--- src/core/dmis_params.svh ---
// Register map, field positions, reset values and codes of the interrupt signalling block
`ifndef DMIS_PARAMS_SVH
`define DMIS_PARAMS_SVH
`define DMIS_BLK_H2C 2'h0
`define DMIS_BLK_C2H 2'h1
`define DMIS_BLK_IRQ 2'h2
`define DMIS_OFF_CTRL 12'h004
`define DMIS_OFF_STATUS 12'h040
`define DMIS_OFF_CMPL 12'h048
`define DMIS_OFF_DESC 12'h080
`define DMIS_OFF_USR_VEC 12'h080
`define DMIS_OFF_H2C_MASK 12'h090
`define DMIS_OFF_C2H_MASK 12'h094
`define DMIS_OFF_CHAN_VEC 12'h0a0
`define DMIS_OFF_MODE 12'h0c0
`define DMIS_OFF_USR_PEND 12'h0c4
`define DMIS_ST_BUSY 0
`define DMIS_ST_DONE 1
`define DMIS_ST_IRQ 5
`define DMIS_ST_RUN 6
`define DMIS_ST_ERR 8
`define DMIS_RST_WORD 32'h0000_0000
`define DMIS_RST_MSI_CNT 6'h01
`define DMIS_MAX_VEC 6'h20
`define DMIS_LEG_A 2'h0
`endif

--- src/core/dmis_pkg.sv ---
// Types shared by the interrupt signalling block
package dmis_pkg;
  typedef enum logic [1:0] {
    CH_IDLE = 2'b00,
    CH_FETCH = 2'b01,
    CH_MOVE = 2'b10,
    CH_DONE = 2'b11
  } dmis_ch_state_t;
  typedef enum logic [1:0] {
    MODE_LEGACY = 2'b00,
    MODE_MSI = 2'b01,
    MODE_MSIX = 2'b10,
    MODE_RSVD = 2'b11
  } dmis_mode_t;
  typedef struct packed {
    logic err;
    logic last;
    logic [31:0] next;
    logic [15:0] len;
  } dmis_desc_t;
endpackage : dmis_pkg

--- src/core/dmis_top.sv ---
// APB register file, two transfer engines and the interrupt signalling path
//
// Summary of operation
// - One of four legacy lines A to D signals channel and user interrupts.
// - Message mode allows 1 to 32 vectors; any of the six sources may use any vector below the count.
// - MSI-X offers up to 32 vectors; each of the six sources has its own vector.
// - Run starts descriptor fetch at start address, following next links.
// - Host-to-card engine moves host data to the card side.
// - Card-to-host engine moves card data into host memory.
// - After the last descriptor the engine raises an interrupt.
// - Per-engine status shows pending interrupt, errors and progress.
// - A one-bit output shows whether MSI-X signalling is enabled.
// - A completed-descriptor count register is readable per channel.
//
// The implementer's own choice: the APB slave port.
`timescale 1ns/1ps
`include "dmis_params.svh"
module dmis_top
  import dmis_pkg::*;
(
  // Clock and reset
  input wire logic pclk,
  input wire logic presetn,
  // APB slave
  input wire logic psel,
  input wire logic penable,
  input wire logic pwrite,
  input wire logic [15:0] paddr,
  input wire logic [31:0] pwdata,
  output logic [31:0] prdata,
  output logic pready,
  output logic pslverr,
  // Host-to-card descriptor fetch
  output logic h2c_desc_req,
  output logic [31:0] h2c_desc_addr,
  input wire logic h2c_desc_valid,
  input wire dmis_desc_t h2c_desc,
  // Card-to-host descriptor fetch
  output logic c2h_desc_req,
  output logic [31:0] c2h_desc_addr,
  input wire logic c2h_desc_valid,
  input wire dmis_desc_t c2h_desc,
  // Host read data into the card stream
  input wire logic host_rd_valid,
  input wire logic [31:0] host_rd_data,
  output logic host_rd_ready,
  output logic card_out_valid,
  output logic [31:0] card_out_data,
  input wire logic card_out_ready,
  // Card stream into host writes
  input wire logic card_in_valid,
  input wire logic [31:0] card_in_data,
  output logic card_in_ready,
  output logic host_wr_valid,
  output logic [31:0] host_wr_data,
  input wire logic host_wr_ready,
  // User interrupts
  input wire logic [3:0] usr_irq_req,
  output logic [3:0] usr_irq_ack,
  // Host interrupt signalling
  output logic msg_valid,
  output logic [4:0] msg_vector,
  input wire logic msg_ack,
  output logic intx_assert,
  output logic [1:0] intx_line,
  output logic msix_enabled
);
  logic pready_ff;
  logic pslverr_ff;
  logic [31:0] prdata_ff;
  logic [31:0] nxt_prdata;
  logic nxt_err;
  logic [1:0] blk;
  logic [11:0] off;
  logic wr_go;
  logic msix_en_ff;
  logic [1:0] run_ff;
  logic [31:0] start_ff [2];
  logic [31:0] usr_vec_ff;
  logic [31:0] h2c_mask_ff;
  logic [31:0] c2h_mask_ff;
  logic [31:0] chan_vec_ff;
  dmis_mode_t mode_ff;
  logic [5:0] msi_cnt_ff;
  logic [1:0] irq_clr;
  logic [1:0] busy;
  logic [1:0] done;
  logic [1:0] pend;
  logic [1:0] err;
  logic [31:0] cmpl [2];
  logic [1:0] mask_on;
  logic [3:0] usr_pend;

  assign blk = paddr[13:12];
  assign off = paddr[11:0];
  assign wr_go = psel && penable && pready_ff && pwrite && !pslverr_ff;
  assign prdata = prdata_ff;
  assign pready = pready_ff;
  assign pslverr = pslverr_ff;
  assign msix_enabled = msix_en_ff;
  assign mask_on = {c2h_mask_ff[0], h2c_mask_ff[0]};

  always_comb
  begin
    nxt_prdata = 32'h0000_0000;
    nxt_err = 1'b0;
    if (blk == `DMIS_BLK_H2C || blk == `DMIS_BLK_C2H)
    begin
      case (off)
        `DMIS_OFF_CTRL: nxt_prdata = {31'h0000_0000, run_ff[blk[0]]};
        `DMIS_OFF_STATUS:
        begin
          nxt_prdata[`DMIS_ST_BUSY] = busy[blk[0]];
          nxt_prdata[`DMIS_ST_DONE] = done[blk[0]];
          nxt_prdata[`DMIS_ST_IRQ] = pend[blk[0]];
          nxt_prdata[`DMIS_ST_RUN] = run_ff[blk[0]];
          nxt_prdata[`DMIS_ST_ERR] = err[blk[0]];
        end
        `DMIS_OFF_CMPL: nxt_prdata = cmpl[blk[0]];
        `DMIS_OFF_DESC: nxt_prdata = start_ff[blk[0]];
        default: nxt_err = 1'b1;
      endcase
    end
    else if (blk == `DMIS_BLK_IRQ && paddr[15:14] == 2'h0)
    begin
      case (off)
        `DMIS_OFF_USR_VEC: nxt_prdata = usr_vec_ff;
        `DMIS_OFF_H2C_MASK: nxt_prdata = h2c_mask_ff;
        `DMIS_OFF_C2H_MASK: nxt_prdata = c2h_mask_ff;
        `DMIS_OFF_CHAN_VEC: nxt_prdata = chan_vec_ff;
        `DMIS_OFF_MODE: nxt_prdata = {22'h00_0000, msi_cnt_ff, 2'h0, mode_ff};
        `DMIS_OFF_USR_PEND: nxt_prdata = {28'h000_0000, usr_pend};
        default: nxt_err = 1'b1;
      endcase
    end
    else
      nxt_err = 1'b1;
    if (paddr[15:14] != 2'h0 || paddr[1:0] != 2'h0)
      nxt_err = 1'b1;
  end

  // Answer in the first access cycle; read data is captured in setup
  always_ff @(posedge pclk or negedge presetn)
  begin
    if (!presetn)
    begin
      pready_ff <= 1'b0;
      pslverr_ff <= 1'b0;
      prdata_ff <= `DMIS_RST_WORD;
    end
    else
    begin
      pready_ff <= psel && !penable && !pready_ff;
      pslverr_ff <= psel && !penable && !pready_ff && nxt_err;
      if (psel && !penable && !pwrite)
        prdata_ff <= nxt_prdata;
    end
  end

  // Engine control; start address must be in place before run rises
  always_ff @(posedge pclk or negedge presetn)
  begin
    if (!presetn)
    begin
      run_ff <= 2'h0;
      start_ff[0] <= `DMIS_RST_WORD;
      start_ff[1] <= `DMIS_RST_WORD;
    end
    else if (wr_go && blk != `DMIS_BLK_IRQ)
    begin
      if (off == `DMIS_OFF_CTRL)
        run_ff[blk[0]] <= pwdata[0];
      if (off == `DMIS_OFF_DESC)
        start_ff[blk[0]] <= pwdata;
    end
  end

  // Write one to the status pending bit to clear it
  always_comb
  begin
    irq_clr = 2'h0;
    if (wr_go && blk != `DMIS_BLK_IRQ && off == `DMIS_OFF_STATUS)
      irq_clr[blk[0]] = pwdata[`DMIS_ST_IRQ];
  end

  always_ff @(posedge pclk or negedge presetn)
  begin
    if (!presetn)
    begin
      usr_vec_ff <= `DMIS_RST_WORD;
      h2c_mask_ff <= `DMIS_RST_WORD;
      c2h_mask_ff <= `DMIS_RST_WORD;
      chan_vec_ff <= `DMIS_RST_WORD;
      mode_ff <= MODE_LEGACY;
      msi_cnt_ff <= `DMIS_RST_MSI_CNT;
    end
    else if (wr_go && blk == `DMIS_BLK_IRQ)
    begin
      case (off)
        `DMIS_OFF_USR_VEC: usr_vec_ff <= pwdata;
        `DMIS_OFF_H2C_MASK: h2c_mask_ff <= pwdata;
        `DMIS_OFF_C2H_MASK: c2h_mask_ff <= pwdata;
        `DMIS_OFF_CHAN_VEC: chan_vec_ff <= pwdata;
        `DMIS_OFF_MODE:
        begin
          mode_ff <= dmis_mode_t'(pwdata[1:0]);
          if (pwdata[9:4] != 6'h00 && pwdata[9:4] <= `DMIS_MAX_VEC)
            msi_cnt_ff <= pwdata[9:4];
        end
        default: mode_ff <= mode_ff;
      endcase
    end
  end

  always_ff @(posedge pclk or negedge presetn)
  begin
    if (!presetn)
      msix_en_ff <= 1'b0;
    else
      msix_en_ff <= (mode_ff == MODE_MSIX);
  end

  dmis_channel u_h2c (
    .pclk(pclk),
    .presetn(presetn),
    .run(run_ff[0]),
    .start_addr(start_ff[0]),
    .irq_clr(irq_clr[0]),
    .busy(busy[0]),
    .done_ff(done[0]),
    .irq_pend_ff(pend[0]),
    .err_ff(err[0]),
    .cmpl_cnt_ff(cmpl[0]),
    .desc_req_ff(h2c_desc_req),
    .desc_addr_ff(h2c_desc_addr),
    .desc_valid(h2c_desc_valid),
    .desc(h2c_desc),
    .src_valid(host_rd_valid),
    .src_data(host_rd_data),
    .src_ready_ff(host_rd_ready),
    .dst_valid_ff(card_out_valid),
    .dst_data_ff(card_out_data),
    .dst_ready(card_out_ready)
  );

  dmis_channel u_c2h (
    .pclk(pclk),
    .presetn(presetn),
    .run(run_ff[1]),
    .start_addr(start_ff[1]),
    .irq_clr(irq_clr[1]),
    .busy(busy[1]),
    .done_ff(done[1]),
    .irq_pend_ff(pend[1]),
    .err_ff(err[1]),
    .cmpl_cnt_ff(cmpl[1]),
    .desc_req_ff(c2h_desc_req),
    .desc_addr_ff(c2h_desc_addr),
    .desc_valid(c2h_desc_valid),
    .desc(c2h_desc),
    .src_valid(card_in_valid),
    .src_data(card_in_data),
    .src_ready_ff(card_in_ready),
    .dst_valid_ff(host_wr_valid),
    .dst_data_ff(host_wr_data),
    .dst_ready(host_wr_ready)
  );

  // Masked channels still record pending status but never reach the host
  dmis_irq u_irq (
    .pclk(pclk),
    .presetn(presetn),
    .mode(mode_ff),
    .msi_cnt(msi_cnt_ff),
    .chan_vec({chan_vec_ff[12:8], chan_vec_ff[4:0]}),
    .usr_vec({usr_vec_ff[28:24], usr_vec_ff[20:16], usr_vec_ff[12:8], usr_vec_ff[4:0]}),
    .chan_ev(done & mask_on),
    .chan_pend(pend & mask_on),
    .usr_irq_req(usr_irq_req),
    .usr_irq_ack_ff(usr_irq_ack),
    .usr_pend_ff(usr_pend),
    .msg_valid_ff(msg_valid),
    .msg_vector_ff(msg_vector),
    .msg_ack(msg_ack),
    .intx_assert_ff(intx_assert),
    .intx_line_ff(intx_line)
  );
endmodule : dmis_top

--- src/core/dmis_channel.sv ---
// One descriptor driven transfer engine, used for both directions
`timescale 1ns/1ps
`include "dmis_params.svh"
module dmis_channel
  import dmis_pkg::*;
(
  // Clock and reset
  input wire logic pclk,
  input wire logic presetn,
  // Control and status
  input wire logic run,
  input wire logic [31:0] start_addr,
  input wire logic irq_clr,
  output logic busy,
  output logic done_ff,
  output logic irq_pend_ff,
  output logic err_ff,
  output logic [31:0] cmpl_cnt_ff,
  // Descriptor fetch
  output logic desc_req_ff,
  output logic [31:0] desc_addr_ff,
  input wire logic desc_valid,
  input wire dmis_desc_t desc,
  // Source and destination beats
  input wire logic src_valid,
  input wire logic [31:0] src_data,
  output logic src_ready_ff,
  output logic dst_valid_ff,
  output logic [31:0] dst_data_ff,
  input wire logic dst_ready
);
  dmis_ch_state_t state_ff;
  logic run_ff;
  logic last_ff;
  logic [15:0] beats_ff;
  logic accept;

  assign accept = src_valid & src_ready_ff;
  assign busy = (state_ff != CH_IDLE) | dst_valid_ff;

  always_ff @(posedge pclk or negedge presetn)
  begin
    if (!presetn)
    begin
      state_ff <= CH_IDLE;
      run_ff <= 1'b0;
      last_ff <= 1'b0;
      beats_ff <= 16'h0000;
      desc_req_ff <= 1'b0;
      desc_addr_ff <= `DMIS_RST_WORD;
      cmpl_cnt_ff <= `DMIS_RST_WORD;
      err_ff <= 1'b0;
      done_ff <= 1'b0;
    end
    else
    begin
      run_ff <= run;
      done_ff <= 1'b0;
      if (accept)
        beats_ff <= beats_ff - 16'h0001;
      case (state_ff)
        CH_IDLE:
        begin
          if (run && !run_ff)
          begin
            state_ff <= CH_FETCH;
            desc_req_ff <= 1'b1;
            desc_addr_ff <= start_addr;
            cmpl_cnt_ff <= `DMIS_RST_WORD;
            err_ff <= 1'b0;
          end
        end
        CH_FETCH:
        begin
          if (!run)
          begin
            state_ff <= CH_IDLE;
            desc_req_ff <= 1'b0;
          end
          else if (desc_valid)
          begin
            desc_req_ff <= 1'b0;
            if (desc.err)
            begin
              err_ff <= 1'b1;
              state_ff <= CH_IDLE;
            end
            else
            begin
              beats_ff <= desc.len;
              last_ff <= desc.last;
              desc_addr_ff <= desc.next;
              state_ff <= CH_MOVE;
            end
          end
        end
        CH_MOVE:
        begin
          if (!run)
            state_ff <= CH_IDLE;
          else if (beats_ff == 16'h0000 && !dst_valid_ff)
          begin
            cmpl_cnt_ff <= cmpl_cnt_ff + 32'h0000_0001;
            if (last_ff)
              state_ff <= CH_DONE;
            else
            begin
              state_ff <= CH_FETCH;
              desc_req_ff <= 1'b1;
            end
          end
        end
        CH_DONE:
        begin
          done_ff <= 1'b1;
          state_ff <= CH_IDLE;
        end
        default: state_ff <= CH_IDLE;
      endcase
    end
  end

  // One holding stage; at most one beat every three cycles is traded for outputs straight from flops
  always_ff @(posedge pclk or negedge presetn)
  begin
    if (!presetn)
    begin
      src_ready_ff <= 1'b0;
      dst_valid_ff <= 1'b0;
      dst_data_ff <= `DMIS_RST_WORD;
    end
    else
    begin
      src_ready_ff <= (state_ff == CH_MOVE) && run && (beats_ff != 16'h0000) && !accept &&
                      (src_ready_ff || !dst_valid_ff);
      if (accept)
      begin
        dst_valid_ff <= 1'b1;
        dst_data_ff <= src_data;
      end
      else if (dst_ready)
        dst_valid_ff <= 1'b0;
    end
  end

  // Completion sets the pending flag; a set in the clearing cycle wins
  always_ff @(posedge pclk or negedge presetn)
  begin
    if (!presetn)
      irq_pend_ff <= 1'b0;
    else if (done_ff)
      irq_pend_ff <= 1'b1;
    else if (irq_clr)
      irq_pend_ff <= 1'b0;
  end
endmodule : dmis_channel

--- src/core/dmis_irq.sv ---
// Turns channel and user events into legacy or message interrupts
`timescale 1ns/1ps
`include "dmis_params.svh"
module dmis_irq
  import dmis_pkg::*;
(
  // Clock and reset
  input wire logic pclk,
  input wire logic presetn,
  // Configuration
  input wire dmis_mode_t mode,
  input wire logic [5:0] msi_cnt,
  input wire logic [9:0] chan_vec,
  input wire logic [19:0] usr_vec,
  // Sources
  input wire logic [1:0] chan_ev,
  input wire logic [1:0] chan_pend,
  input wire logic [3:0] usr_irq_req,
  output logic [3:0] usr_irq_ack_ff,
  output logic [3:0] usr_pend_ff,
  // Host side
  output logic msg_valid_ff,
  output logic [4:0] msg_vector_ff,
  input wire logic msg_ack,
  output logic intx_assert_ff,
  output logic [1:0] intx_line_ff
);
  logic [5:0] need_ff;
  logic [5:0] set;
  logic [5:0] clr;
  logic [2:0] src_ff;
  logic [2:0] pick;
  logic found;
  logic [4:0] raw_vec;
  logic [29:0] vecs;

  assign vecs = {usr_vec, chan_vec};
  assign set = {usr_irq_req & ~usr_pend_ff, chan_ev};

  always_comb
  begin
    pick = 3'h0;
    found = 1'b0;
    for (int i = 5; i >= 0; i--)
      if (need_ff[i])
      begin
        pick = 3'(i);
        found = 1'b1;
      end
    raw_vec = vecs[pick*5 +: 5];
    clr = 6'h00;
    if (mode == MODE_LEGACY)
      clr = need_ff;
    else if (msg_valid_ff && msg_ack)
      clr[src_ff] = 1'b1;
  end

  always_ff @(posedge pclk or negedge presetn)
  begin
    if (!presetn)
    begin
      need_ff <= 6'h00;
      usr_pend_ff <= 4'h0;
      usr_irq_ack_ff <= 4'h0;
    end
    else
    begin
      need_ff <= (need_ff & ~clr) | set;
      usr_pend_ff <= usr_irq_req;
      usr_irq_ack_ff <= clr[5:2];
    end
  end

  // In MSI mode, vectors at or above the granted count fall back to vector zero
  always_ff @(posedge pclk or negedge presetn)
  begin
    if (!presetn)
    begin
      msg_valid_ff <= 1'b0;
      msg_vector_ff <= 5'h00;
      src_ff <= 3'h0;
    end
    else if (msg_valid_ff)
    begin
      if (msg_ack)
        msg_valid_ff <= 1'b0;
    end
    else if (found && mode != MODE_LEGACY && mode != MODE_RSVD)
    begin
      msg_valid_ff <= 1'b1;
      src_ff <= pick;
      if (mode == MODE_MSI && {1'b0, raw_vec} >= msi_cnt)
        msg_vector_ff <= 5'h00;
      else
        msg_vector_ff <= raw_vec;
    end
  end

  always_ff @(posedge pclk or negedge presetn)
  begin
    if (!presetn)
    begin
      intx_assert_ff <= 1'b0;
      intx_line_ff <= `DMIS_LEG_A;
    end
    else
    begin
      intx_assert_ff <= (mode == MODE_LEGACY) && ((|chan_pend) || (|usr_irq_req));
      intx_line_ff <= chan_vec[1:0];
    end
  end
endmodule : dmis_irq

--- config.mk ---
export PLATFORM = sky130hd
export DESIGN_NAME = dmis_top
export DESIGN_NICKNAME = d
export VERILOG_FILES = /design/src/core/dmis_pkg.sv /design/src/core/dmis_top.sv /design/src/core/dmis_channel.sv /design/src/core/dmis_irq.sv
export VERILOG_INCLUDE_DIRS = /design/src /design/src/core
export SDC_FILE = /design/constraint.sdc
export NUM_CORES = 1
export LEC_CHECK = 0
export BUFFER_PORTS_ARGS = -buffer_cell sky130_fd_sc_hd__buf_2
export CORE_ASPECT_RATIO = 1.2
export CORE_MARGIN = 10
export CORE_UTILIZATION = 55
export DETAILED_ROUTE_END_ITERATION = 7
export PLACE_DENSITY_LB_ADDON = 0.15
export SKIP_LAST_GASP = 1
export SLEW_MARGIN = 20
export SYNTH_ARGS = -nofsm -noshare
export SYNTH_HDL_FRONTEND = slang
export SYNTH_HIERARCHICAL = 1
export SYNTH_SLANG_ARGS = --single-unit
--- constraint.sdc ---
create_clock -name pclk -period 3.7 [get_ports pclk]
set_input_delay 0.74 -clock pclk [delete_from_list [all_inputs] [get_ports pclk]]
set_output_delay 0.74 -clock pclk [all_outputs]
set_load 0.02 [all_outputs]
### Yosys cells after proc, flatten, opt, wreduce, memory -nomap -nowiden

Cells that the tools add are included.

| cells by class | value |
|---|---|
| $add $sub $neg | 4 |
| multipliers | 1 |
| $lt $le $gt $ge | 8 |
| eq/ne operators | 41 |
| shift operators | 1 |
| multiplexer cells | 135 |
| bitwise gates (word level) | 16 |
| reduce and logical (&&, ||, !) cells | 98 |

Operator list:

| operator | number |
|---|---|
| 32-bit two-way mux | 23 |
| 32-bit one-hot mux with 2 select lines | 4 |
| 32-bit one-hot mux with 6 select lines | 1 |
| 16-bit two-way mux | 10 |
| 12-bit by 8-bit equality test with 1-bit output, second input constant | 6 |
| 32-bit by 1-bit adder with 32-bit output, second input constant | 2 |
| 64-bit bitwise mux | 1 |
| 1-bit two-way mux | 56 |
| 23-bit one-hot mux with 2 select lines | 1 |
| 1-bit logical AND | 33 |
| 32-bit demux with 1-bit select | 1 |
| 16-bit zero test | 2 |
| 16-bit nonzero test | 2 |
| 16-bit by 1-bit subtractor with 16-bit output, second input constant | 2 |
| 2-bit two-way mux | 15 |
| 30-bit by 7-bit indexed part select with 5-bit output | 1 |
| 2-bit inequality test, second input constant | 14 |
| 2-bit nonzero test | 13 |
| 12-bit by 7-bit equality test with 1-bit output, second input constant | 2 |
| 2-bit one-hot mux with 4 select lines | 3 |
| 5-bit AND reduction | 4 |
| 3-bit two-way mux | 6 |
| 2-bit AND reduction | 8 |
| 4-bit AND reduction | 4 |
| 44 further kinds | 90 |

| word-level totals | value |
|---|---|
| register bits after elaboration | 507 |
| input port bits | 228 |
| logic and storage cells | 351 |

### Longest topological paths before layout

Gate-level depths: netlist of the first run.

| depth | value |
|---|---|
| depth after elaboration | 11 |
| gate-level depth with buffers | 11 |

### Hierarchy

The synthesis of the first run kept the hierarchy.

By module, submodules not included:

| module | instances | cells each | area each (sq um) |
|---|---|---|---|
| dmis_channel | 2 | 548 | 5,799.3 |
| dmis_top | 1 | 889 | 11,290.8 |
| dmis_irq | 1 | 142 | 1,442.6 |

### Worst setup path before layout of the first run

OpenSTA, ideal clock, no wires.

| path | value |
|---|---|
| path type | register to register |
| start | register u_irq.need_ff[2] |
| end | register u_irq.msg_vector_ff[1] |
| library setup time | 104 ps |
| arrival | 2,581 ps |
| required time | 3,596 ps |
| slack | 1,016 ps |
| stages on the path, launching flop included | 11 |
| path buffers | 1 |
| period minus slack after synthesis | 2,684 ps |
| cells stage by stage | dfrtp_1 -> or2_1 -> and2_1 -> clkbuf_1 -> a211oi_1 -> or2_1 -> ha_1 -> nand2b_1 -> a211o_1 -> a211o_4 -> o41ai_2 |

| between the ends | value |
|---|---|
| cells in the longest elaborated chain, start to end | 8 |
| elaborated cells between the ends (all ways) | 14 |
| classes of those cells | 1 x mul; 1 x order compare; 1 x shift; 7 x mux; 4 x reduce/logical |

Ends and longest elaborated chain:

| element | RTL line | source |
|---|---|---|
| start, declared | dmis_irq.sv:28 | `logic [5:0] need_ff;` |
| start signal, assigned | dmis_irq.sv:68 | `need_ff <= (need_ff & ~clr) \| set;` |
| 3-bit two-way mux (3 in a row) | dmis_irq.sv:45 | `if (need_ff[i])` |
| 3-bit by 3-bit multiplier with 6-bit output | dmis_irq.sv:50 | `raw_vec = vecs[pick*5 +: 5];` |
| 30-bit by 7-bit indexed part select with 5-bit output | dmis_irq.sv:50 |  |
| 5-bit by 6-bit greater-or-equal comparator with 1-bit output | dmis_irq.sv:92 | `if (mode == MODE_MSI && {1'b0, raw_vec} >= msi_cnt)` |
| 1-bit logical AND | dmis_irq.sv:92 |  |
| 5-bit two-way mux | dmis_irq.sv:92 |  |
| end signal, assigned | dmis_irq.sv:95 | `msg_vector_ff <= raw_vec;` |
| end, declared | dmis_irq.sv:23 | `output logic [4:0] msg_vector_ff,` |

Parallel ways exist; a longest one is shown, timed or not.
A chain may end at the register's enable or synchronous reset.

### Final worst setup path of the first run

| path | value |
|---|---|
| start | register u_irq.need_ff[1] |
| end | register u_irq.msg_vector_ff[2] |

| between the ends | value |
|---|---|
| cells in the longest elaborated chain, start to end | 7 |
| elaborated cells between the ends (all ways) | 12 |
| classes of those cells | 1 x mul; 1 x order compare; 1 x shift; 5 x mux; 4 x reduce/logical |

Ends and longest elaborated chain:

| element | RTL line |
|---|---|
| 3-bit two-way mux (2 in a row) | dmis_irq.sv:45 |
| 3-bit by 3-bit multiplier with 6-bit output | dmis_irq.sv:50 |
| 30-bit by 7-bit indexed part select with 5-bit output | dmis_irq.sv:50 |
| 5-bit by 6-bit greater-or-equal comparator with 1-bit output | dmis_irq.sv:92 |
| 1-bit logical AND | dmis_irq.sv:92 |
| 5-bit two-way mux | dmis_irq.sv:92 |

Parallel ways exist; a longest one is shown, timed or not.

==> metrics.cfg, run 1 <==
[sta]
worst_max_slew_margin_expressed_relative_to_the_limit_pct=31.5
setup_viol=0
final.setup_skew_ns=0.0209
finalWorstPathRequiredPeriod_ns=3.09
maxClockFrequency_ghz=0.324
report.final.slew_viol_count=0
timing.final.hold_violations=0
worst_slew_pin_slew_ns=1.03
layout_worst_path_cycle_share_pct=83.4
grt_setup_unrepaired=false
timing.setup.tns_ns=0

[setup_path]
worstPathBufferInverterCount=1
critPathRequiredTime_ns=4.21
worstReg2RegStart=u_irq/need_ff[1]
worst-r2r-cell-count=9
cp_max_fo=16
timing_worst_setup_path_type=reg -> reg
cp_slowest_stage_delay_ns=0.63
startpoint_type=flop
timing.critical_path.arrival_ns=3.60
rrSetupSlack_ns=0.61
kind_of_capture_point_of_the_worst_setup_path=flop
timing.rr.end=u_irq/msg_vector_ff[2]
crit_path_start=u_irq/need_ff[1]
timing.critical_path.max_delay_family=compound AO/OA/AOI/OAI gates
path_cells=inv_1, a221oi_1, a211oi_1, or2_1, ha_1, nand2b_1, a211o_1, a211o_4, o41ai_2
cp_slowest_cell=dfrtp_1

[power_and_ir_drop]
p_leak_uw=0.0136
max-vdd-ir-drop_uv=315
cellPowerDensity_mw_per_mm2=408
power_uw=11700

[logic_synthesis]
syn-cell-area_sq_mm=0.0243
asyncSetResetFlopFracSynth_pct=100
synth-seq-area-share_pct=52.1
synth_seq_cells=507
yosys_warnings=6
postSynthAreaPerCell_sq_um=11.4
synthCells=2127
synthTopCellsByCount=506 x dfrtp_1, 269 x mux2_2, 171 x nor2_1
post_synth_num_cell_types=78
post-synth-top-area-fraction_pct=52.0
synthesis.nets=2364
synth_area_leader_cell=dfrtp_1
synth-main-ff-cell=dfrtp_1
synth.most_common_cell=dfrtp_1
post_synth_edffs=0
cells_taking_the_most_area_after_synthesis=dfrtp_1 52%, mux2_2 12%, mux2i_1 6.0%, nor2_1 2.6%, a21oi_1 2.0%

[flow_run]
maxCapViolations=0

[clock_tree]
holdBufCountCts=0
tritoncts_clock_tree=yes
cts_buffers=52
cts-root-buf=clkbuf_16
worst_skew_pair_latency_ns=0.62
cts_repair_resize_count=0
post-cts-setup-buffers=0
clk_path_buf_depth=3
path_clk_slew_ns=0.06
numClockSinks=507
cts_htree_levels=2

[placed_design]
post-dp-hpwl_mm=57.2
dpl_cell_area_sq_mm=0.0270
placement.io_buffers=409
gpl.final_weighted_congestion=0.933

[floorplan]
die-width_um=212
floorplan.die.height_um=250
ios=410
core_region_area_sq_mm=0.0438
initial_utilization_pct=55.5
core.rowCount=84
design.die.area_sq_mm=0.0531

[detailed_routing]
routed_via_count=18900
viasPerCell=6.08
wire_per_inst_um=24.9
routed_wirelength_mm=77.3
firstDrtPassIters=8
first_drt_iteration_drcs=1795
ant_nets=0
drc=0

[hold_path]
worstHoldPathType=in -> async

[grt]
globalRoute.totalOverflow=0
global_route_wire_length_before_repair_mm=118
grt_use_total_pct=28.7
grt_pass1_vias=19500
antenna_found_initial=7
largest_net_degree_at_the_start_of_global_routing=96

[status]
status=finished, final reports clean

[layout]
post_route_cells_drive_above_1_share_pct=33.8
final_area_sq_mm=0.0287
layout.nets=2744
syn2layout_area_growth_pct=18.0

## cell type report
cell class                 instances  area [sq um]
fill                            3515         15100
sequential                       507         12700
multi-input combinational       1449         10900
timing repair buffer             450          2520
clock buffer                      80          1530
tap                              559           699
clock inverter                    13           178
inverter                          47           176
antenna                            3          7.51
## worst max-delay path by stage
stage / depth (start not counted) / slack (ns) / end
after floorplan: 10 / 1.02 / u_irq/msg_vector_ff[1]
after global placement: 9 / 0.64 / u_irq/msg_vector_ff[3]
after detailed placement: 9 / 0.60 / u_irq/msg_vector_ff[2]
after CTS: 9 / 0.62 / u_irq/msg_vector_ff[2]
after global routing: 9 / 0.35 / u_irq/msg_vector_ff[3]
final: 9 / 0.61 / u_irq/msg_vector_ff[2]
## report_power, final
part	internal (uW)	switching [uW]	total [uW]
logic	269	464	733
clock network	3050	2260	5310
registers	5620	58.7	5680
## kinds of logic after synthesis
group | count (synthesis) | share of synthesized area, %
buffers and inverters | 171 | 3.09
multiplexers | 418 | 18.6
AND/OR/NAND/NOR | 574 | 13.2
flip-flops | 507 | 52.1
XOR/XNOR | 61 | 2.20
AO/OA/AOI/OAI | 387 | 10.3
adder cells (fa/ha/maj) | 9 | 0.463
## sequential cells by signal, summed over array words and instances (netlist names), 5 cells and up
name and count:
h2c_mask_ff 32, u_h2c/beats_ff 16, prdata 32, c2h_mask_ff 32, start_ff 64, u_h2c/desc_addr_ff 32
u_c2h/dst_data_ff 32, u_c2h/cmpl_cnt_ff 32, u_c2h/desc_addr_ff 32, usr_vec_ff 32, u_irq/need_ff 6, u_h2c/cmpl_cnt_ff 32
u_irq/msg_vector_ff 5, msi_cnt_ff 6, chan_vec_ff 32, u_h2c/dst_data_ff 32, u_c2h/beats_ff 16
## worst register-to-register path, stage by stage (launching register included)
cell and delay [ns]:
dfrtp_1 0.63, inv_1 0.08, a221oi_1 0.56, a211oi_1 0.19, or2_1 0.26, ha_1 0.27, nand2b_1 0.14, a211o_1 0.30
a211o_4 0.37, o41ai_2 0.20
## metal layers
layer  vias up  global-route usage (%)  part of all wire (%)
li1       8524                       -                     -
met1      9598                    35.3                    39
met2       630                    49.9                    52
met3       129                    4.91                   6.1
met4         6                    9.48                   2.9
met5         -                       0                 0.047
## per-stage QoR
| stage | instances | hold slack (ns) | setup WS, ns | utilization (%) |
|---|---|---|---|---|
| after floorplan | 2127 | 0.383 | 1.02 | - |
| after CTS | 3105 | 0.174 | 0.618 | 65.5 |
| after global routing | 3108 | 0.184 | 0.351 | 65.5 |
| after detailed placement | 3012 | 0.469 | 0.602 | 61.6 |
| after global placement | 3012 | 0.456 | 0.638 | 61.6 |
| final | 3108 | 0.117 | 0.613 | 65.5 |
## layout by cell type, fill, tap and decap left out, drive strengths merged, types with 37 or more instances in the layout
cell type  count
mux2         271
mux2i        146
a21oi         99
inv           51
nor2         174
dfrtp        506
o21ai         86
nor4          37
o22ai         46
buf          450
a22oi         57
clkbuf        80
nand2        114
xnor2         41
nand3         38
(Power assumes the default switching activity.)
==> run 2: changes to the inputs <==
Clock period 3.7 ns to 2.84 ns, I/O delays scaled along.
==> metrics.cfg, run 2 (synthesis gave the netlist of run 1 again) <==
[setup_path]
worstReg2RegStart=u_irq/need_ff[3]
critPathRequiredTime_ns=3.33  ; -0.88 ns
timing_worst_setup_path_type=reg -> reg
timing.critical_path.arrival_ns=3.31  ; -0.29 ns
crit_path_start=u_irq/need_ff[3]
cp_max_fo=5  ; -11
kind_of_capture_point_of_the_worst_setup_path=flop
startpoint_type=flop

[clock_tree]
cts_htree_levels=2  ; unchanged
clk_path_buf_depth=3  ; unchanged
numClockSinks=507  ; unchanged
tritoncts_clock_tree=yes
cts-root-buf=clkbuf_16
worst_skew_pair_latency_ns=0.61  ; about the same
cts_buffers=52  ; unchanged
path_clk_slew_ns=0.06  ; about the same

[power_and_ir_drop]
power_uw=15400  ; +31%
p_leak_uw=0.0138  ; +1.4%
max-vdd-ir-drop_uv=480  ; +52%
cellPowerDensity_mw_per_mm2=528  ; +29%

[layout]
mostFrequentLayoutCells=504 x dfrtp_1, 407 x buf_2, 269 x mux2_2
syn2layout_area_growth_pct=19.6
largest_reg_flops=64  ; unchanged
layout.nets=2774  ; +1.1%
post_route_cells_drive_above_1_share_pct=35.4  ; +1.6 points
largest_register_by_flop_count=start_ff
most_common_cell_after_layout_fill_and_taps_aside=dfrtp_1

[detailed_routing]
ant_nets=0  ; unchanged
wire_per_inst_um=24.6  ; -1.0%
routed_via_count=19000  ; +0.60%
routed_wirelength_mm=77.4  ; about the same
first_drt_iteration_drcs=1639  ; -8.7%
firstDrtPassIters=5  ; -3
viasPerCell=6.05  ; -0.52%
drc=0  ; unchanged

[sta]
report.final.slew_viol_count=0  ; unchanged
grt_setup_unrepaired=true
worst_max_slew_margin_expressed_relative_to_the_limit_pct=39.1  ; +7.6 points
setup_viol=0  ; unchanged
layout_worst_path_cycle_share_pct=99.1  ; +16 points
finalWorstPathRequiredPeriod_ns=2.81  ; -0.272 ns
timing.final.hold_violations=0  ; unchanged
maxClockFrequency_ghz=0.355  ; +9.7%
worst_slew_pin_slew_ns=0.914  ; -0.114 ns
final.setup_skew_ns=0.0285  ; +0.00759 ns
fin_ws_ns=0.0252  ; -0.588 ns

[floorplan]
core_region_area_sq_mm=0.0438  ; unchanged
initial_utilization_pct=55.5  ; unchanged
floorplan.die.height_um=250  ; unchanged
core.rowCount=84  ; unchanged
design.die.area_sq_mm=0.0531  ; unchanged
die-width_um=212  ; unchanged
ios=410  ; unchanged

[placed_design]
gpl.final_weighted_congestion=0.903  ; -3.2%
place_worst_setup_slack_ns=-0.0643  ; -0.666 ns
post-dp-hpwl_mm=57.0  ; -0.43%
placement.io_buffers=409  ; unchanged

[grt]
grt_pass1_vias=19500  ; +0.26%
largest_net_degree_at_the_start_of_global_routing=79  ; -18%
global_route_wire_length_before_repair_mm=118  ; about the same
globalRoute.totalOverflow=0  ; unchanged
antenna_found_initial=7  ; unchanged
grt_use_total_pct=28.8  ; +0.056 points

[status]
status=finished, final reports clean

[hold_path]
hp-start=usr_irq_req[2]
worstHoldPathType=in -> reg

[flow_run]
maxCapViolations=0  ; unchanged

==> run 2: report_power, final <==
part	total (uW)	switching [uW]	leakage, uW	internal, uW
sequential	7400	76.0	0.00690	7320
clock	6930	2950	0.000860	3980
combinational	1020	629	0.00605	396
==> run 2: metrics by stage <==
stage	instances	hold slack, ns	TNS, ns	area (sq um)	utilization (%)
4_1_cts	3138	0.0533	0	29000	66.2
3_5_place_dp	3041	0.466	-0.0798	27200	62.2
3_3_place_gp	3041	0.456	0	27200	62.2
2_1_floorplan	2127	0.272	0	24300	-
5_1_grt	3143	0.0739	-0.0387	29100	66.4
6_report	3143	0.0806	0	29100	66.4
==> run 2: routing by layer <==
| layer | GRT usage, % | vias to the layer above | wire length (um) |
|---|---|---|---|
| met5 | 0 | - | 34 |
| met4 | 11.0 | 4 | 2660 |
| met3 | 4.49 | 157 | 4500 |
| met2 | 49.2 | 632 | 39700 |
| met1 | 35.8 | 9622 | 30500 |
| li1 | - | 8585 | - |
==> run 2: final timing paths <==
kind | endpoint | slack (ns) | cells past startpoint
setup / recovery | u_irq/msg_vector_ff[1] | 0.03 | 11
hold / removal | u_irq/usr_pend_ff[2] | 0.08 | 1
setup reg to reg | u_irq/msg_vector_ff[1] | 0.03 | 11
hold reg to reg | pready | 0.48 | 1
max in group asynchronous | u_h2c/dst_data_ff[17] | 1.48 | 3
min in group asynchronous | u_c2h/beats_ff[10] | 0.55 | 2
==> run 2: area by class of cell <==
| cell class | instances | area (sq um) |
|---|---|---|
| Antenna cell | 5 | 12.5 |
| Timing Repair Buffer | 480 | 2770 |
| Tap cell | 559 | 699 |
| Fill cell | 3436 | 14700 |
| Inverter | 47 | 176 |
| Multi-Input combinational cell | 1449 | 11000 |
| Sequential cell | 507 | 12700 |
| Clock buffer | 83 | 1610 |
| Clock inverter | 13 | 135 |
==> run 2: timing repair <==
item | in CTS | in global routing
resized for setup | 5 | 13
setup buffers | 0 | 0
endpoints found under the setup margin | 3 | 5
hold endpoints to repair | 47 | 0
pin swaps | 0 | 1
hold buffers | 1 | 0
==> run 2: critical path, stage by stage, from the launching register on <==
cell      delay, ns
dfrtp_1        0.38
buf_4          0.16
nor4_4         0.32
nand3_2        0.13
buf_4          0.17
o22ai_2        0.19
nor3_1         0.10
ha_1           0.28
o211ai_1       0.19
nor4b_1        0.09
a211o_4        0.40
o41ai_2        0.27
==> run 3: changes to the inputs <==
Settings changed: CORE_UTILIZATION 55 to 23, SYNTH_HIERARCHICAL 1 to not set.
==> metrics.cfg, run 3 <==
[setup_path]
timing_worst_setup_path_type=reg -> reg
kind_of_capture_point_of_the_worst_setup_path=flop
timing.critical_path.arrival_ns=3.19  ; -0.12 ns
startpoint_type=flop
timing.rr.end=u_c2h.cmpl_cnt_ff[26]
worst-r2r-cell-count=6  ; -5
rrSetupSlack_ns=0.20  ; +0.18 ns
worstReg2RegStart=u_c2h.beats_ff[4]
crit_path_start=u_c2h.beats_ff[4]
cp_max_fo=49  ; +44
critPathRequiredTime_ns=3.39  ; +0.06 ns

[detailed_routing]
routed_via_count=19000  ; +0.24%
viasPerCell=4.80  ; -21%
routed_wirelength_mm=95.0  ; +23%
ant_nets=0  ; unchanged
first_drt_iteration_drcs=1192  ; -27%
firstDrtPassIters=5  ; unchanged
wire_per_inst_um=23.9  ; -2.7%
drc=0  ; unchanged

[flow_run]
maxCapViolations=0  ; unchanged

[layout]
largest_reg_flops=64  ; unchanged
largest_register_by_flop_count=start_ff
most_common_cell_after_layout_fill_and_taps_aside=dfrtp_1
final_area_sq_mm=0.0303  ; +4.1%
post_route_cells_drive_above_1_share_pct=35.4  ; about the same
fin_util_pct=29.4  ; -37 points
layout.nets=2776  ; +0.072%
mostFrequentLayoutCells=505 x dfrtp_1, 407 x buf_2, 270 x mux2_2
syn2layout_area_growth_pct=26.8

[clock_tree]
cts_htree_levels=2  ; unchanged
path_clk_slew_ns=0.06  ; about the same
clk_path_buf_depth=3  ; unchanged
cts_buffers=61  ; +17%
numClockSinks=507  ; unchanged
tritoncts_clock_tree=yes
worst_skew_pair_latency_ns=0.66  ; +0.05 ns
cts-root-buf=clkbuf_16

[sta]
final.setup_skew_ns=0.0274  ; -0.00116 ns
finalWorstPathRequiredPeriod_ns=2.64  ; -0.178 ns
timing.setup.tns_ns=0  ; unchanged
fin_worst_hold_slack_ns=0.0545  ; -0.0261 ns
worst_slew_pin_slew_ns=0.720  ; -0.193 ns
layout_worst_path_cycle_share_pct=92.9  ; -6.3 points
grt_setup_unrepaired=false
report.final.slew_viol_count=0  ; unchanged
setup_viol=0  ; unchanged
worst_max_slew_margin_expressed_relative_to_the_limit_pct=52.0  ; +13 points
timing.final.hold_violations=0  ; unchanged
maxClockFrequency_ghz=0.379  ; +6.7%

[logic_synthesis]
post_synth_edffs=0  ; unchanged
post_synth_num_cell_types=69  ; -12%
synthesis.nets=2346  ; -0.76%
synth.most_common_cell=dfrtp_1
asyncSetResetFlopFracSynth_pct=100  ; unchanged
yosys_warnings=0  ; -6
synthCells=2109  ; -0.85%
synth_area_leader_cell=dfrtp_1
synth_seq_cells=507  ; unchanged
synth-main-ff-cell=dfrtp_1
cells_taking_the_most_area_after_synthesis=dfrtp_1 53%, mux2_2 13%, mux2i_1 6.0%, a21oi_1 2.8%, o21ai_0 2.2%
post-synth-top-area-fraction_pct=53.0  ; +0.96 points
synth-seq-area-share_pct=53.1  ; +0.96 points
postSynthAreaPerCell_sq_um=11.3  ; -0.98%
syn-cell-area_sq_mm=0.0239  ; -1.8%
synthTopCellsByCount=506 x dfrtp_1, 270 x mux2_2, 144 x mux2i_1

[placed_design]
dpl_cell_area_sq_mm=0.0281  ; +3.3%
gpl.final_weighted_congestion=0.820  ; -9.1%
placement.io_buffers=409  ; unchanged
post-dp-hpwl_mm=71.4  ; +25%

[power_and_ir_drop]
power_uw=16500  ; +7.7%
cellPowerDensity_mw_per_mm2=546  ; +3.5%
power_frac_clock_pct=49.5  ; +4.4 points
combPwrFrac_pct=6.0  ; -0.7 points
max-vdd-ir-drop_uv=473  ; -1.4%
power_switching_share_pct=24.6  ; +0.78 points
power.internal_uw=12500  ; +6.6%
power_switching_uw=4070  ; +11%
p_leak_uw=0.0140  ; +1.2%
power.share.sequential_pct=44.5  ; -3.7 points

[floorplan]
initial_utilization_pct=23.2  ; -32 points
ios=410  ; unchanged
core.rowCount=129  ; +54%
floorplan.die.height_um=373  ; +49%
die-width_um=314  ; +48%
design.die.area_sq_mm=0.117  ; +120%
core_region_area_sq_mm=0.103  ; +140%

[grt]
largest_net_degree_at_the_start_of_global_routing=77  ; -2.5%
global_route_wire_length_before_repair_mm=140  ; +18%
grt_use_total_pct=15.7  ; -13 points
antenna_found_initial=22  ; +15
globalRoute.totalOverflow=0  ; unchanged
grt_pass1_vias=20000  ; +2.3%

[hold_path]
hp-start=usr_irq_req[1]
hold_end=u_irq.usr_pend_ff[1]
holdPathStages=1  ; unchanged
worstHoldPathType=in -> reg

[status]
status=finished, final reports clean

==> run 3: logic make-up after synthesis <==
| family | after synthesis | synth area share, % |
|---|---|---|
| muxes | 423 | 19.3 |
| xor gates and xnor gates | 36 | 1.32 |
| buffers and inverters | 172 | 2.82 |
| DFF | 507 | 53.1 |
| AOI/OAI and AO/OA | 449 | 11.6 |
| adders and majority gates | 9 | 0.471 |
| and+or+nand+nor | 513 | 11.4 |
==> run 3: repair_timing <==
| action | in CTS | in global routing |
|---|---|---|
| hold buffers | 1 | 0 |
| resized for setup | 0 | 10 |
| endpoints found under the setup margin | 0 | 16 |
| setup buffers | 0 | 0 |
| hold endpoints to repair | 49 | 0 |
==> run 3: power groups by stage <==
| stage | clock, uW | sequential [uW] | combinational (uW) |
|---|---|---|---|
| final | 8190 | 7360 | 996 |
| after floorplan | 0 | 7540 | 282 |
| after detailed placement | 0 | 7480 | 1010 |
| after global routing | 8750 | 7360 | 1090 |
| after global placement | 0 | 7480 | 1000 |
| after CTS | 8470 | 7350 | 1010 |
==> run 3: how the worst max path moves through the flow <==
stage,end,cells past startpoint
2_1_floorplan,u_irq.msg_vector_ff[1],11
3_3_place_gp,u_irq.msg_vector_ff[1],11
3_5_place_dp,u_irq.msg_vector_ff[4],11
4_1_cts,u_h2c.cmpl_cnt_ff[30],7
5_1_grt,u_irq.msg_vector_ff[1],11
6_report,u_c2h.cmpl_cnt_ff[26],6
==> run 3: metal layers <==
layer | GRT usage (%) | wire (um)
met1 | 20.3 | 41800
met2 | 26.1 | 45500
met3 | 3.82 | 5870
met4 | 3.43 | 1680
met5 | 0 | 130
==> run 3: cell type report <==
class                           count  area (sq um)
Inverter                           36           135
Clock buffer                       86          1740
Multi-Input combinational cell   1430         10700
Timing Repair Buffer              503          3010
Antenna cell                        2          5.00
Clock inverter                     28           338
Tap cell                         1375          1720
Sequential cell                   507         12700
Fill cell                       10700         72900
==> run 3: worst max-delay path: stages, from the launching register on <==
cell and delay (ns):
dfrtp_1 0.40, or4_1 0.73, nor4_4 0.40, a21oi_2 0.11, buf_12 0.19, or4_1 0.52, a21oi_1 0.17
==> run 3: per-stage QoR <==
step / setup WS [ns] / instances
final: 0.203 / 3967
after global routing: 0.000224 / 3967
after CTS: 0.113 / 3965
after detailed placement: 0.130 / 3850
after global placement: 0.128 / 3850
after floorplan: 0.119 / 2109
